[config.mk]
export PLATFORM = sky130hd
export DESIGN_NAME = ttmc_ctrl
export DESIGN_NICKNAME = d
export VERILOG_FILES = /design/src/verilog/ttmc_pkg.sv /design/src/verilog/ttmc_tone_if.sv /design/src/verilog/ttmc_presence.sv /design/src/verilog/ttmc_sec_timer.sv /design/src/verilog/ttmc_ctrl.sv
export VERILOG_INCLUDE_DIRS = /design/src /design/src/verilog
export SDC_FILE = /design/constraint.sdc
export NUM_CORES = 1
export LEC_CHECK = 0
export ABC_CLOCK_PERIOD_IN_PS = 5800
export BUFFER_PORTS_ARGS = -buffer_cell sky130_fd_sc_hd__buf_2
export CORE_ASPECT_RATIO = 1.1
export CORE_MARGIN = 3
export CORE_UTILIZATION = 55
export DETAILED_ROUTE_END_ITERATION = 8
export PLACE_DENSITY = 0.73
export SLEW_MARGIN = 10
export SYNTH_ARGS = -nofsm -noshare
export SYNTH_HDL_FRONTEND = slang
export SYNTH_HIERARCHICAL = 1
export SYNTH_SLANG_ARGS = --single-unit
[constraint.sdc]
create_clock -name clk -period 5.8 [get_ports clk]
set_input_delay 0.87 -clock clk [delete_from_list [all_inputs] [get_ports clk]]
set_output_delay 0.87 -clock clk [all_outputs]
set_load 0.03 [all_outputs]
[src/verilog/ttmc_cfg.svh]
// Constants of the tone test mode controller: tone codes, durations, step numbers.
// Assumes tone codes are frequencies in whole Hz and durations count one-second ticks.
`ifndef TTMC_CFG_SVH
`define TTMC_CFG_SVH
`define TTMC_FW          12
`define TTMC_F304        12'h130
`define TTMC_F404        12'h194
`define TTMC_F408        12'h198
`define TTMC_F604        12'h25C
`define TTMC_F1008       12'h3F0
`define TTMC_F1713       12'h6B1
`define TTMC_F1808       12'h710
`define TTMC_F1913       12'h779
`define TTMC_F2413       12'h96D
`define TTMC_F2604       12'hA2C
`define TTMC_F2713       12'hA99
`define TTMC_F2808       12'hAF8
`define TTMC_F3604       12'hE14
`define TTMC_FOFF        12'h000
`define TTMC_QUAL_S      6'h05
`define TTMC_ACT_CMD_S   6'h1E
`define TTMC_SWEEP_S     11'h00F
`define TTMC_RX_FIRST_S  11'h03C
`define TTMC_IDLE_TO_S   11'h4B0
`define TTMC_TX_LAST     3'h3
`define TTMC_RX_QUIET    3'h1
`define TTMC_RX_LAST     3'h4
`define TTMC_PORT_LINE_TX 1'h0
`define TTMC_PORT_LINE_RX 1'h1
`endif

[src/verilog/ttmc_pkg.sv]
// Types shared by the tone test mode controller modules.
// Assumes nothing of its surroundings.
package ttmc_pkg;
  typedef enum logic [2:0] {
    TTMC_ST_IDLE   = 3'h0,
    TTMC_ST_CMD    = 3'h1,
    TTMC_ST_QT     = 3'h2,
    TTMC_ST_SWP_TX = 3'h3,
    TTMC_ST_XPDR   = 3'h4,
    TTMC_ST_SWP_RX = 3'h5
  } ttmc_state_t;
endpackage

[src/verilog/ttmc_tone_if.sv]
// Bundle between the controller and its tone presence tracker.
// Assumes one clock; the controller drives valid, freq and tick.
`timescale 1ns/1ns
`default_nettype none
interface ttmc_tone_if #(
  parameter int FW      = 12,
  parameter int DWELL_W = 6
);
  logic               valid;
  logic [FW-1:0]      freq;
  logic               tick;
  logic               new_tone;
  logic [DWELL_W-1:0] dwell;
  modport det (input valid, input freq, input tick, output new_tone, output dwell);
  modport ctl (input valid, input freq, input tick, input new_tone, input dwell);
endinterface
`default_nettype wire

[src/verilog/ttmc_presence.sv]
// Tone presence tracker: flags the start of each tone and counts its seconds.
// Assumes the detector's valid and freq are synchronous to clk.
`timescale 1ns/1ns
`default_nettype none
module ttmc_presence #(
  parameter int FW      = 12,
  parameter int DWELL_W = 6
) (
  input  wire logic clk,
  input  wire logic sys_rst,
  ttmc_tone_if.det  tif
);
  typedef struct packed {
    logic               seen;
    logic [FW-1:0]      last;
    logic [DWELL_W-1:0] dwell;
  } ttmc_pres_t;

  ttmc_pres_t r;
  ttmc_pres_t n;
  logic       fresh;

  if (DWELL_W < 6) begin : g_dwell_chk
    $error("DWELL_W too narrow for a 30 s dwell");
  end

  // A change of frequency counts as a new tone even without a gap
  assign fresh        = tif.valid && (!r.seen || (tif.freq != r.last));
  assign tif.new_tone = fresh;
  assign tif.dwell    = fresh ? '0 : r.dwell;

  always_comb begin
    n      = r;
    n.seen = tif.valid;
    n.last = tif.freq;
    if (!tif.valid || fresh) begin
      n.dwell = '0;
    end else if (tif.tick && (r.dwell != '1)) begin
      n.dwell = DWELL_W'(r.dwell + 1'b1);
    end
  end

  always_ff @(posedge clk) begin
    if (sys_rst) begin
      r <= '0;
    end else begin
      r <= n;
    end
  end
endmodule
`default_nettype wire

[src/verilog/ttmc_sec_timer.sv]
// Seconds counter for state durations and inactivity, saturating at all ones.
// Assumes tick is a one-cycle pulse once per second.
`timescale 1ns/1ns
`default_nettype none
module ttmc_sec_timer #(
  parameter int SEC_W = 11
) (
  input  wire logic             clk,
  input  wire logic             sys_rst,
  input  wire logic             clr,
  input  wire logic             tick,
  output logic      [SEC_W-1:0] count
);
  typedef struct packed {
    logic [SEC_W-1:0] count;
  } ttmc_tmr_t;

  ttmc_tmr_t r;
  ttmc_tmr_t n;

  if (SEC_W < 11) begin : g_sec_chk
    $error("SEC_W too narrow for the 20 minute timeout");
  end

  always_comb begin
    n = r;
    if (clr) begin
      n.count = '0;
    end else if (tick && (r.count != '1)) begin
      n.count = SEC_W'(r.count + 1'b1);
    end
  end

  always_ff @(posedge clk) begin
    if (sys_rst) begin
      r <= '0;
    end else begin
      r <= n;
    end
  end

  assign count = r.count;
endmodule
`default_nettype wire

[src/verilog/ttmc_ctrl.sv]
// Tone test mode controller: command, quiet termination, sweeps and transponder.
// Assumes a tone detector giving valid/frequency in Hz and a one-second tick.
`timescale 1ns/1ns
`default_nettype none
`include "ttmc_cfg.svh"
module ttmc_ctrl #(
  parameter int DWELL_W = 6,
  parameter int SEC_W   = 11
) (
  input  wire logic                 clk,
  input  wire logic                 sys_rst,
  input  wire logic                 tone_valid,
  input  wire logic [`TTMC_FW-1:0]  tone_freq,
  input  wire logic                 sec_tick,
  input  wire logic [1:0]           act_sel,
  output logic                      gen_on,
  output logic      [`TTMC_FW-1:0]  gen_freq,
  output logic                      gen_echo,
  output logic                      gen_port,
  output logic                      quiet_term,
  output logic                      modem_isolate,
  output ttmc_pkg::ttmc_state_t     test_state
);
  typedef struct packed {
    ttmc_pkg::ttmc_state_t st;
    logic [2:0]            step;
    logic                  ans;
    logic [`TTMC_FW-1:0]   afreq;
    logic                  gen_on;
    logic [`TTMC_FW-1:0]   gen_freq;
    logic                  gen_echo;
    logic                  gen_port;
    logic                  quiet_term;
    logic                  modem_isolate;
  } ttmc_ctl_t;

  ttmc_ctl_t           r;
  ttmc_ctl_t           n;
  logic                tmr_clr;
  logic [SEC_W-1:0]    tmr;
  logic [`TTMC_FW-1:0] act_f;
  logic                is_act;
  logic                act_q;
  logic                ret_q;
  logic                cmd_q;

  ttmc_tone_if #(.FW(`TTMC_FW), .DWELL_W(DWELL_W)) tif ();

  assign tif.valid = tone_valid;
  assign tif.freq  = tone_freq;
  assign tif.tick  = sec_tick;

  ttmc_presence #(.FW(`TTMC_FW), .DWELL_W(DWELL_W)) u_pres (
    .clk     (clk),
    .sys_rst (sys_rst),
    .tif     (tif.det)
  );

  ttmc_sec_timer #(.SEC_W(SEC_W)) u_tmr (
    .clk     (clk),
    .sys_rst (sys_rst),
    .clr     (tmr_clr),
    .tick    (sec_tick),
    .count   (tmr)
  );

  function automatic logic [`TTMC_FW-1:0] act_freq(input logic [1:0] sel);
    case (sel)
      2'h0:    act_freq = `TTMC_F1713;
      2'h1:    act_freq = `TTMC_F1913;
      2'h2:    act_freq = `TTMC_F2413;
      default: act_freq = `TTMC_F2713;
    endcase
  endfunction

  // Transponder tones: the band minus the return command and the selected activation tone
  function automatic logic xp_ok(input logic [`TTMC_FW-1:0] f, input logic [`TTMC_FW-1:0] a);
    xp_ok = (f >= `TTMC_F304) && (f <= `TTMC_F3604) && (f != `TTMC_F2604) && (f != a);
  endfunction

  function automatic logic [`TTMC_FW-1:0] tx_tone(input logic [2:0] s);
    case (s)
      3'h0:    tx_tone = `TTMC_F408;
      3'h1:    tx_tone = `TTMC_F1008;
      3'h2:    tx_tone = `TTMC_F1808;
      default: tx_tone = `TTMC_F2808;
    endcase
  endfunction

  function automatic logic [`TTMC_FW-1:0] rx_tone(input logic [2:0] s);
    case (s)
      3'h0:    rx_tone = `TTMC_F1008;
      3'h2:    rx_tone = `TTMC_F408;
      3'h3:    rx_tone = `TTMC_F1808;
      3'h4:    rx_tone = `TTMC_F2808;
      default: rx_tone = `TTMC_FOFF;
    endcase
  endfunction

  function automatic logic [SEC_W-1:0] rx_len(input logic [2:0] s);
    rx_len = (s == 3'h0) ? SEC_W'(`TTMC_RX_FIRST_S) : SEC_W'(`TTMC_SWEEP_S);
  endfunction

  assign act_f  = act_freq(act_sel);
  assign is_act = tif.valid && (tif.freq == act_f);
  assign act_q  = is_act && (tif.dwell > DWELL_W'(`TTMC_QUAL_S));
  assign ret_q  = tif.valid && (tif.freq == `TTMC_F2604) &&
                  (tif.dwell > DWELL_W'(`TTMC_QUAL_S));
  assign cmd_q  = is_act && (tif.dwell > DWELL_W'(`TTMC_ACT_CMD_S));

  always_comb begin
    n       = r;
    tmr_clr = 1'b0;
    case (r.st)
      ttmc_pkg::TTMC_ST_IDLE: begin
        if (cmd_q) begin
          n.st    = ttmc_pkg::TTMC_ST_CMD;
          tmr_clr = 1'b1;
        end
      end
      ttmc_pkg::TTMC_ST_CMD: begin
        if (tif.new_tone && (tif.freq == `TTMC_F404)) begin
          n.st    = ttmc_pkg::TTMC_ST_QT;
          tmr_clr = 1'b1;
        end else if (tif.new_tone && (tif.freq == `TTMC_F604)) begin
          n.st    = ttmc_pkg::TTMC_ST_SWP_RX;
          n.step  = 3'h0;
          tmr_clr = 1'b1;
        end
      end
      ttmc_pkg::TTMC_ST_QT: begin
        if (act_q) begin
          n.st = ttmc_pkg::TTMC_ST_IDLE;
        end else if (ret_q) begin
          n.st    = ttmc_pkg::TTMC_ST_CMD;
          tmr_clr = 1'b1;
        end else if (tif.new_tone && (tif.freq == `TTMC_F404)) begin
          n.st    = ttmc_pkg::TTMC_ST_SWP_TX;
          n.step  = 3'h0;
          tmr_clr = 1'b1;
        end else if (tif.new_tone && xp_ok(tif.freq, act_f)) begin
          n.st    = ttmc_pkg::TTMC_ST_XPDR;
          n.ans   = 1'b1;
          n.afreq = tif.freq;
          tmr_clr = 1'b1;
        end else if (tif.valid) begin
          tmr_clr = 1'b1;
        end else if (tmr >= SEC_W'(`TTMC_IDLE_TO_S)) begin
          n.st = ttmc_pkg::TTMC_ST_IDLE;
        end
      end
      ttmc_pkg::TTMC_ST_SWP_TX: begin
        if (act_q) begin
          n.st = ttmc_pkg::TTMC_ST_IDLE;
        end else if (ret_q) begin
          n.st    = ttmc_pkg::TTMC_ST_CMD;
          tmr_clr = 1'b1;
        end else if (tmr >= SEC_W'(`TTMC_SWEEP_S)) begin
          tmr_clr = 1'b1;
          if (r.step == `TTMC_TX_LAST) begin
            n.st = ttmc_pkg::TTMC_ST_QT;
          end else begin
            n.step = 3'(r.step + 3'h1);
          end
        end
      end
      ttmc_pkg::TTMC_ST_XPDR: begin
        if (act_q) begin
          n.st  = ttmc_pkg::TTMC_ST_IDLE;
          n.ans = 1'b0;
        end else if (ret_q) begin
          n.st    = ttmc_pkg::TTMC_ST_CMD;
          n.ans   = 1'b0;
          tmr_clr = 1'b1;
        end else if (tif.new_tone && xp_ok(tif.freq, act_f)) begin
          // 404 Hz lands here too and is simply echoed
          n.ans   = 1'b1;
          n.afreq = tif.freq;
          tmr_clr = 1'b1;
        end else if (r.ans) begin
          // Timer measures the answer; a long tone keeps it going past 15 s
          if (!tif.valid && (tmr >= SEC_W'(`TTMC_SWEEP_S))) begin
            n.ans   = 1'b0;
            tmr_clr = 1'b1;
          end
        end else if (tif.valid) begin
          tmr_clr = 1'b1;
        end else if (tmr >= SEC_W'(`TTMC_IDLE_TO_S)) begin
          n.st = ttmc_pkg::TTMC_ST_IDLE;
        end
      end
      ttmc_pkg::TTMC_ST_SWP_RX: begin
        if (act_q) begin
          n.st = ttmc_pkg::TTMC_ST_IDLE;
        end else if (tmr >= rx_len(r.step)) begin
          tmr_clr = 1'b1;
          if (r.step == `TTMC_RX_LAST) begin
            n.st = ttmc_pkg::TTMC_ST_CMD;
          end else begin
            n.step = 3'(r.step + 3'h1);
          end
        end
      end
      default: begin
        n.st  = ttmc_pkg::TTMC_ST_IDLE;
        n.ans = 1'b0;
      end
    endcase

    // Outputs follow the next state so they line up with test_state
    n.gen_on        = 1'b0;
    n.gen_echo      = 1'b0;
    n.gen_freq      = `TTMC_FOFF;
    n.gen_port      = `TTMC_PORT_LINE_TX;
    n.quiet_term    = (n.st == ttmc_pkg::TTMC_ST_QT) || (n.st == ttmc_pkg::TTMC_ST_SWP_TX) ||
                      (n.st == ttmc_pkg::TTMC_ST_XPDR);
    n.modem_isolate = n.quiet_term;
    case (n.st)
      ttmc_pkg::TTMC_ST_SWP_TX: begin
        n.gen_on   = 1'b1;
        n.gen_freq = tx_tone(n.step);
      end
      ttmc_pkg::TTMC_ST_XPDR: begin
        n.gen_on   = n.ans;
        n.gen_echo = n.ans;
        n.gen_freq = n.ans ? n.afreq : `TTMC_FOFF;
      end
      ttmc_pkg::TTMC_ST_SWP_RX: begin
        n.gen_port = `TTMC_PORT_LINE_RX;
        n.gen_on   = (n.step != `TTMC_RX_QUIET);
        n.gen_freq = rx_tone(n.step);
      end
      default: begin
        n.gen_on = 1'b0;
      end
    endcase
  end

  always_ff @(posedge clk) begin
    if (sys_rst) begin
      r <= '0;
    end else begin
      r <= n;
    end
  end

  assign gen_on        = r.gen_on;
  assign gen_freq      = r.gen_freq;
  assign gen_echo      = r.gen_echo;
  assign gen_port      = r.gen_port;
  assign quiet_term    = r.quiet_term;
  assign modem_isolate = r.modem_isolate;
  assign test_state    = r.st;
endmodule
`default_nettype wire

==> results.cfg <==
[status]
outcome = completed

[grt]
grt_max_degree = 50
track_usage_pct = 24.2
grt_pass1_wl_um = 15900
grt_pass1_vias = 3282
grt-ovfl-total = 0
antenna_found_initial = 0

[min_path]
whs_path_depth = 2
hold_class = register to register

[pwr]
power_mw = 0.883
powerDensity_nw_per_um2 = 211
p_leak_nw = 1.61
ir_drop_v = 0.000153

[timing]
relSlewSlack_pct = 37.0
setup_tns_ns = 0
worst_pin_slew_ns = 0.942
finalMaxSlewViolations = 0
rsz0062_at_grt = no
clock_skew_ns = 0.00655
hold_viol = 0
period_minus_slack_ns = 4.16
setup_viol = 0
fmax_ghz = 0.241
fin_crit_sh_pct = 71.6

[critical_path]
critPathKind = input pin to register
cp-end-kind = register
required_ns = 6.02
crit_path_max_fanout = 14
cp-start-kind = input pin
r2r_cells = 12
arrival_ns = 4.38

[detailed_routing]
firstDrtPassIters = 5
drt-total-wl_um = 9510
drtIter0Drc = 203
postRouteAntennaNets = 0
drc = 0
vias = 3500
via_per_inst = 6.24
wire_per_inst_um = 16.9

[floorplan]
row_count = 31
dieArea_um2 = 8240
coreArea_um2 = 6790
die_h_um = 94.9
die_x_um = 86.8
io_pins = 38
start_util_pct = 58.2

[clock_tree]
clkSinkCount = 65
ctsHoldBuffers = 0
cts_root_buf = clkbuf_8
insertion_delay_ns = 0.34
numCtsBuffers = 9
post_cts_resized = 0
post_cts_buffers = 0
htree_num_levels = 3
tritoncts = done
cts.clk_slew.worst_paths_ns = 0.08
cts_buffer_depth = 2

[synth]
synthMuxAreaShare_pct = 2.34
async_flop_share_pct = 0
ys_warn_count = 6
syn_inst = 460
avgSynthCellArea_um2 = 8.60
synth_cell_types = 75
synth_edf_count = 0
ys_seq_area_share_pct = 32.9
synthAdderAreaFrac_pct = 4.43
syn-num-nets = 492
syn-cell-area_um2 = 3950
synth_compound_area_share_pct = 21.0
synth_seq_cells = 65
yosys_most_used_dff = dfxtp_1
yosys.area_share.xor_xnor_pct = 4.43
synth-simple-area-share_pct = 27.4
synth_top_family_by_area = simple AND/OR/NAND/NOR gates

[placement]
portBuffers = 37
gp_congestion = 0.913
dp_hpwl_um = 6830

[finish]
diodes = 0
nets = 506
areaGrowthSynthToFinish_pct = 5.89
drive_gt1_share_pct = 16.1

[job]
maxCapViolations = 0
synth_stat cells, types with 3 or more instances:
cell type / number / area [um2]
nand2b_1: 6 / 37.5
nor3_1: 12 / 60.1
o22a_1: 4 / 35.0
xnor2_1: 18 / 158
clkbuf_1: 9 / 33.8
ha_1: 14 / 175
a32o_1: 3 / 30.0
o211ai_1: 6 / 45.0
a211oi_1: 8 / 60.1
and3_1: 8 / 50.1
or3_1: 3 / 18.8
nand3_1: 13 / 65.1
buf_4: 17 / 128
nand2_1: 21 / 78.8
o22ai_1: 3 / 18.8
nor2b_1: 19 / 119
nor4_1: 8 / 50.1
buf_6: 4 / 45.0
o21ai_0: 13 / 65.1
nand4b_1: 3 / 26.3
buf_2: 4 / 20.0
mux2i_1: 7 / 70.1
dfxtp_1: 65 / 1300
and2_1: 8 / 50.1
a41oi_1: 4 / 35.0
nand4_1: 11 / 68.8
nor2_1: 45 / 169
a31oi_1: 7 / 43.8
nor4b_1: 4 / 35.0
and4_1: 4 / 35.0
a21oi_1: 24 / 120
or2_2: 3 / 18.8
inv_1: 19 / 71.3
a21o_1: 4 / 30.0
a21boi_0: 7 / 52.6
report_power, final:
| group | leakage [nW] | switching (mW) | internal (mW) |
|---|---|---|---|
| clock | 0.0850 | 0.187 | 0.154 |
| sequential | 0.528 | 0.00940 | 0.455 |
| combinational | 1.00 | 0.0452 | 0.0329 |
| total | 1.61 | 0.241 | 0.642 |
cells by family after synthesis:
group | Yosys count
AND/OR/NAND/NOR | 189
flip-flops | 65
buffers and inverters | 53
adder cells (fa/ha/maj) | 14
XOR/XNOR | 20
AO/OA/AOI/OAI | 110
multiplexers | 9
registers in the layout, summed over array words and instances, names as in the netlist:
name / flops
gen_on: 1
u_tmr/count: 11
test_state: 3
gen_freq: 12
r: 16
modem_isolate: 1
gen_echo: 1
gen_port: 1
u_pres/r: 19
worst max-delay path, cell delays in order:
cell and delay (ns):
buf_2 0.21, xnor2_1 0.15, nand3_1 0.09, or4_4 0.63, a21boi_0 0.33, o41ai_2 0.21
or2_2 0.38, o21ai_0 0.16, nor4_1 0.09, nor2_1 0.74, nor2_1 0.19, nor4_1 0.26
a211oi_1 0.08
cells in the final DEF, fill, tap and decap left out, drive strengths merged, types with 4 or more instances in the layout:
master | Yosys | layout
and2 | 10 | 10
inv | 19 | 19
clkbuf | 9 | 9
o21ai | 13 | 13
o211ai | 6 | 6
a21o | 4 | 4
clkinv | 0 | 5
ha | 14 | 14
nor3 | 12 | 12
nand3 | 14 | 14
a2111oi | 4 | 4
nor2 | 45 | 45
or2 | 4 | 4
mux2i | 7 | 7
a21boi | 7 | 7
and3 | 9 | 9
nand4 | 11 | 11
o22a | 4 | 4
and4 | 5 | 5
xnor2 | 18 | 18
nand2 | 21 | 21
nor4b | 5 | 5
a21oi | 24 | 24
nor2b | 19 | 19
nand2b | 6 | 6
nor4 | 8 | 8
a41oi | 4 | 4
dfxtp | 65 | 65
a211oi | 9 | 9
a31oi | 7 | 7
buf | 25 | 37
stage by stage:
step | utilization, % | hold WS, ns | worst slack [ns] | cell area [um2] | instances
3_3_place_gp | 59.2 | 0.448 | 1.31 | 4020 | 545
2_1_floorplan | - | 0.429 | 1.93 | 3950 | 460
4_1_cts | 61.7 | 0.474 | 1.61 | 4190 | 561
3_5_place_dp | 59.2 | 0.463 | 1.24 | 4020 | 545
6_report | 61.7 | 0.467 | 1.64 | 4190 | 561
5_1_grt | 61.7 | 0.508 | 1.32 | 4190 | 561
layer usage:
layer / GRT usage, % / vias to the layer above / part of all wire, %
met5: 0 / - / 0
met4: 6.88 / 0 / 1.7
met3: 5.93 / 16 / 5.0
met2: 38.7 / 111 / 47
met1: 32.3 / 1662 / 46
li1: - / 1711 / -
final timing paths:
kind | start | endpoint | slack [ns]
max reg2reg | u_pres/r[8]$_SDFF_PP0_ | gen_freq[9]$_SDFF_PP0_ | 2.07
max | tone_freq[10] | gen_freq[9]$_SDFF_PP0_ | 1.64
min reg2reg | r[19]$_SDFF_PP0_ | r[19]$_SDFF_PP0_ | 0.47
min | r[19]$_SDFF_PP0_ | r[19]$_SDFF_PP0_ | 0.47
cell type report:
type                            count  area, um2
Clock buffer                        9        124
Clock inverter                      7       47.5
Fill cell                         593       2600
Inverter                           19       71.3
Multi-Input combinational cell    342       2350
Sequential cell                    65       1300
Tap cell                           82        103
Timing Repair Buffer               37        185
Power figures use the tool's default switching activity.
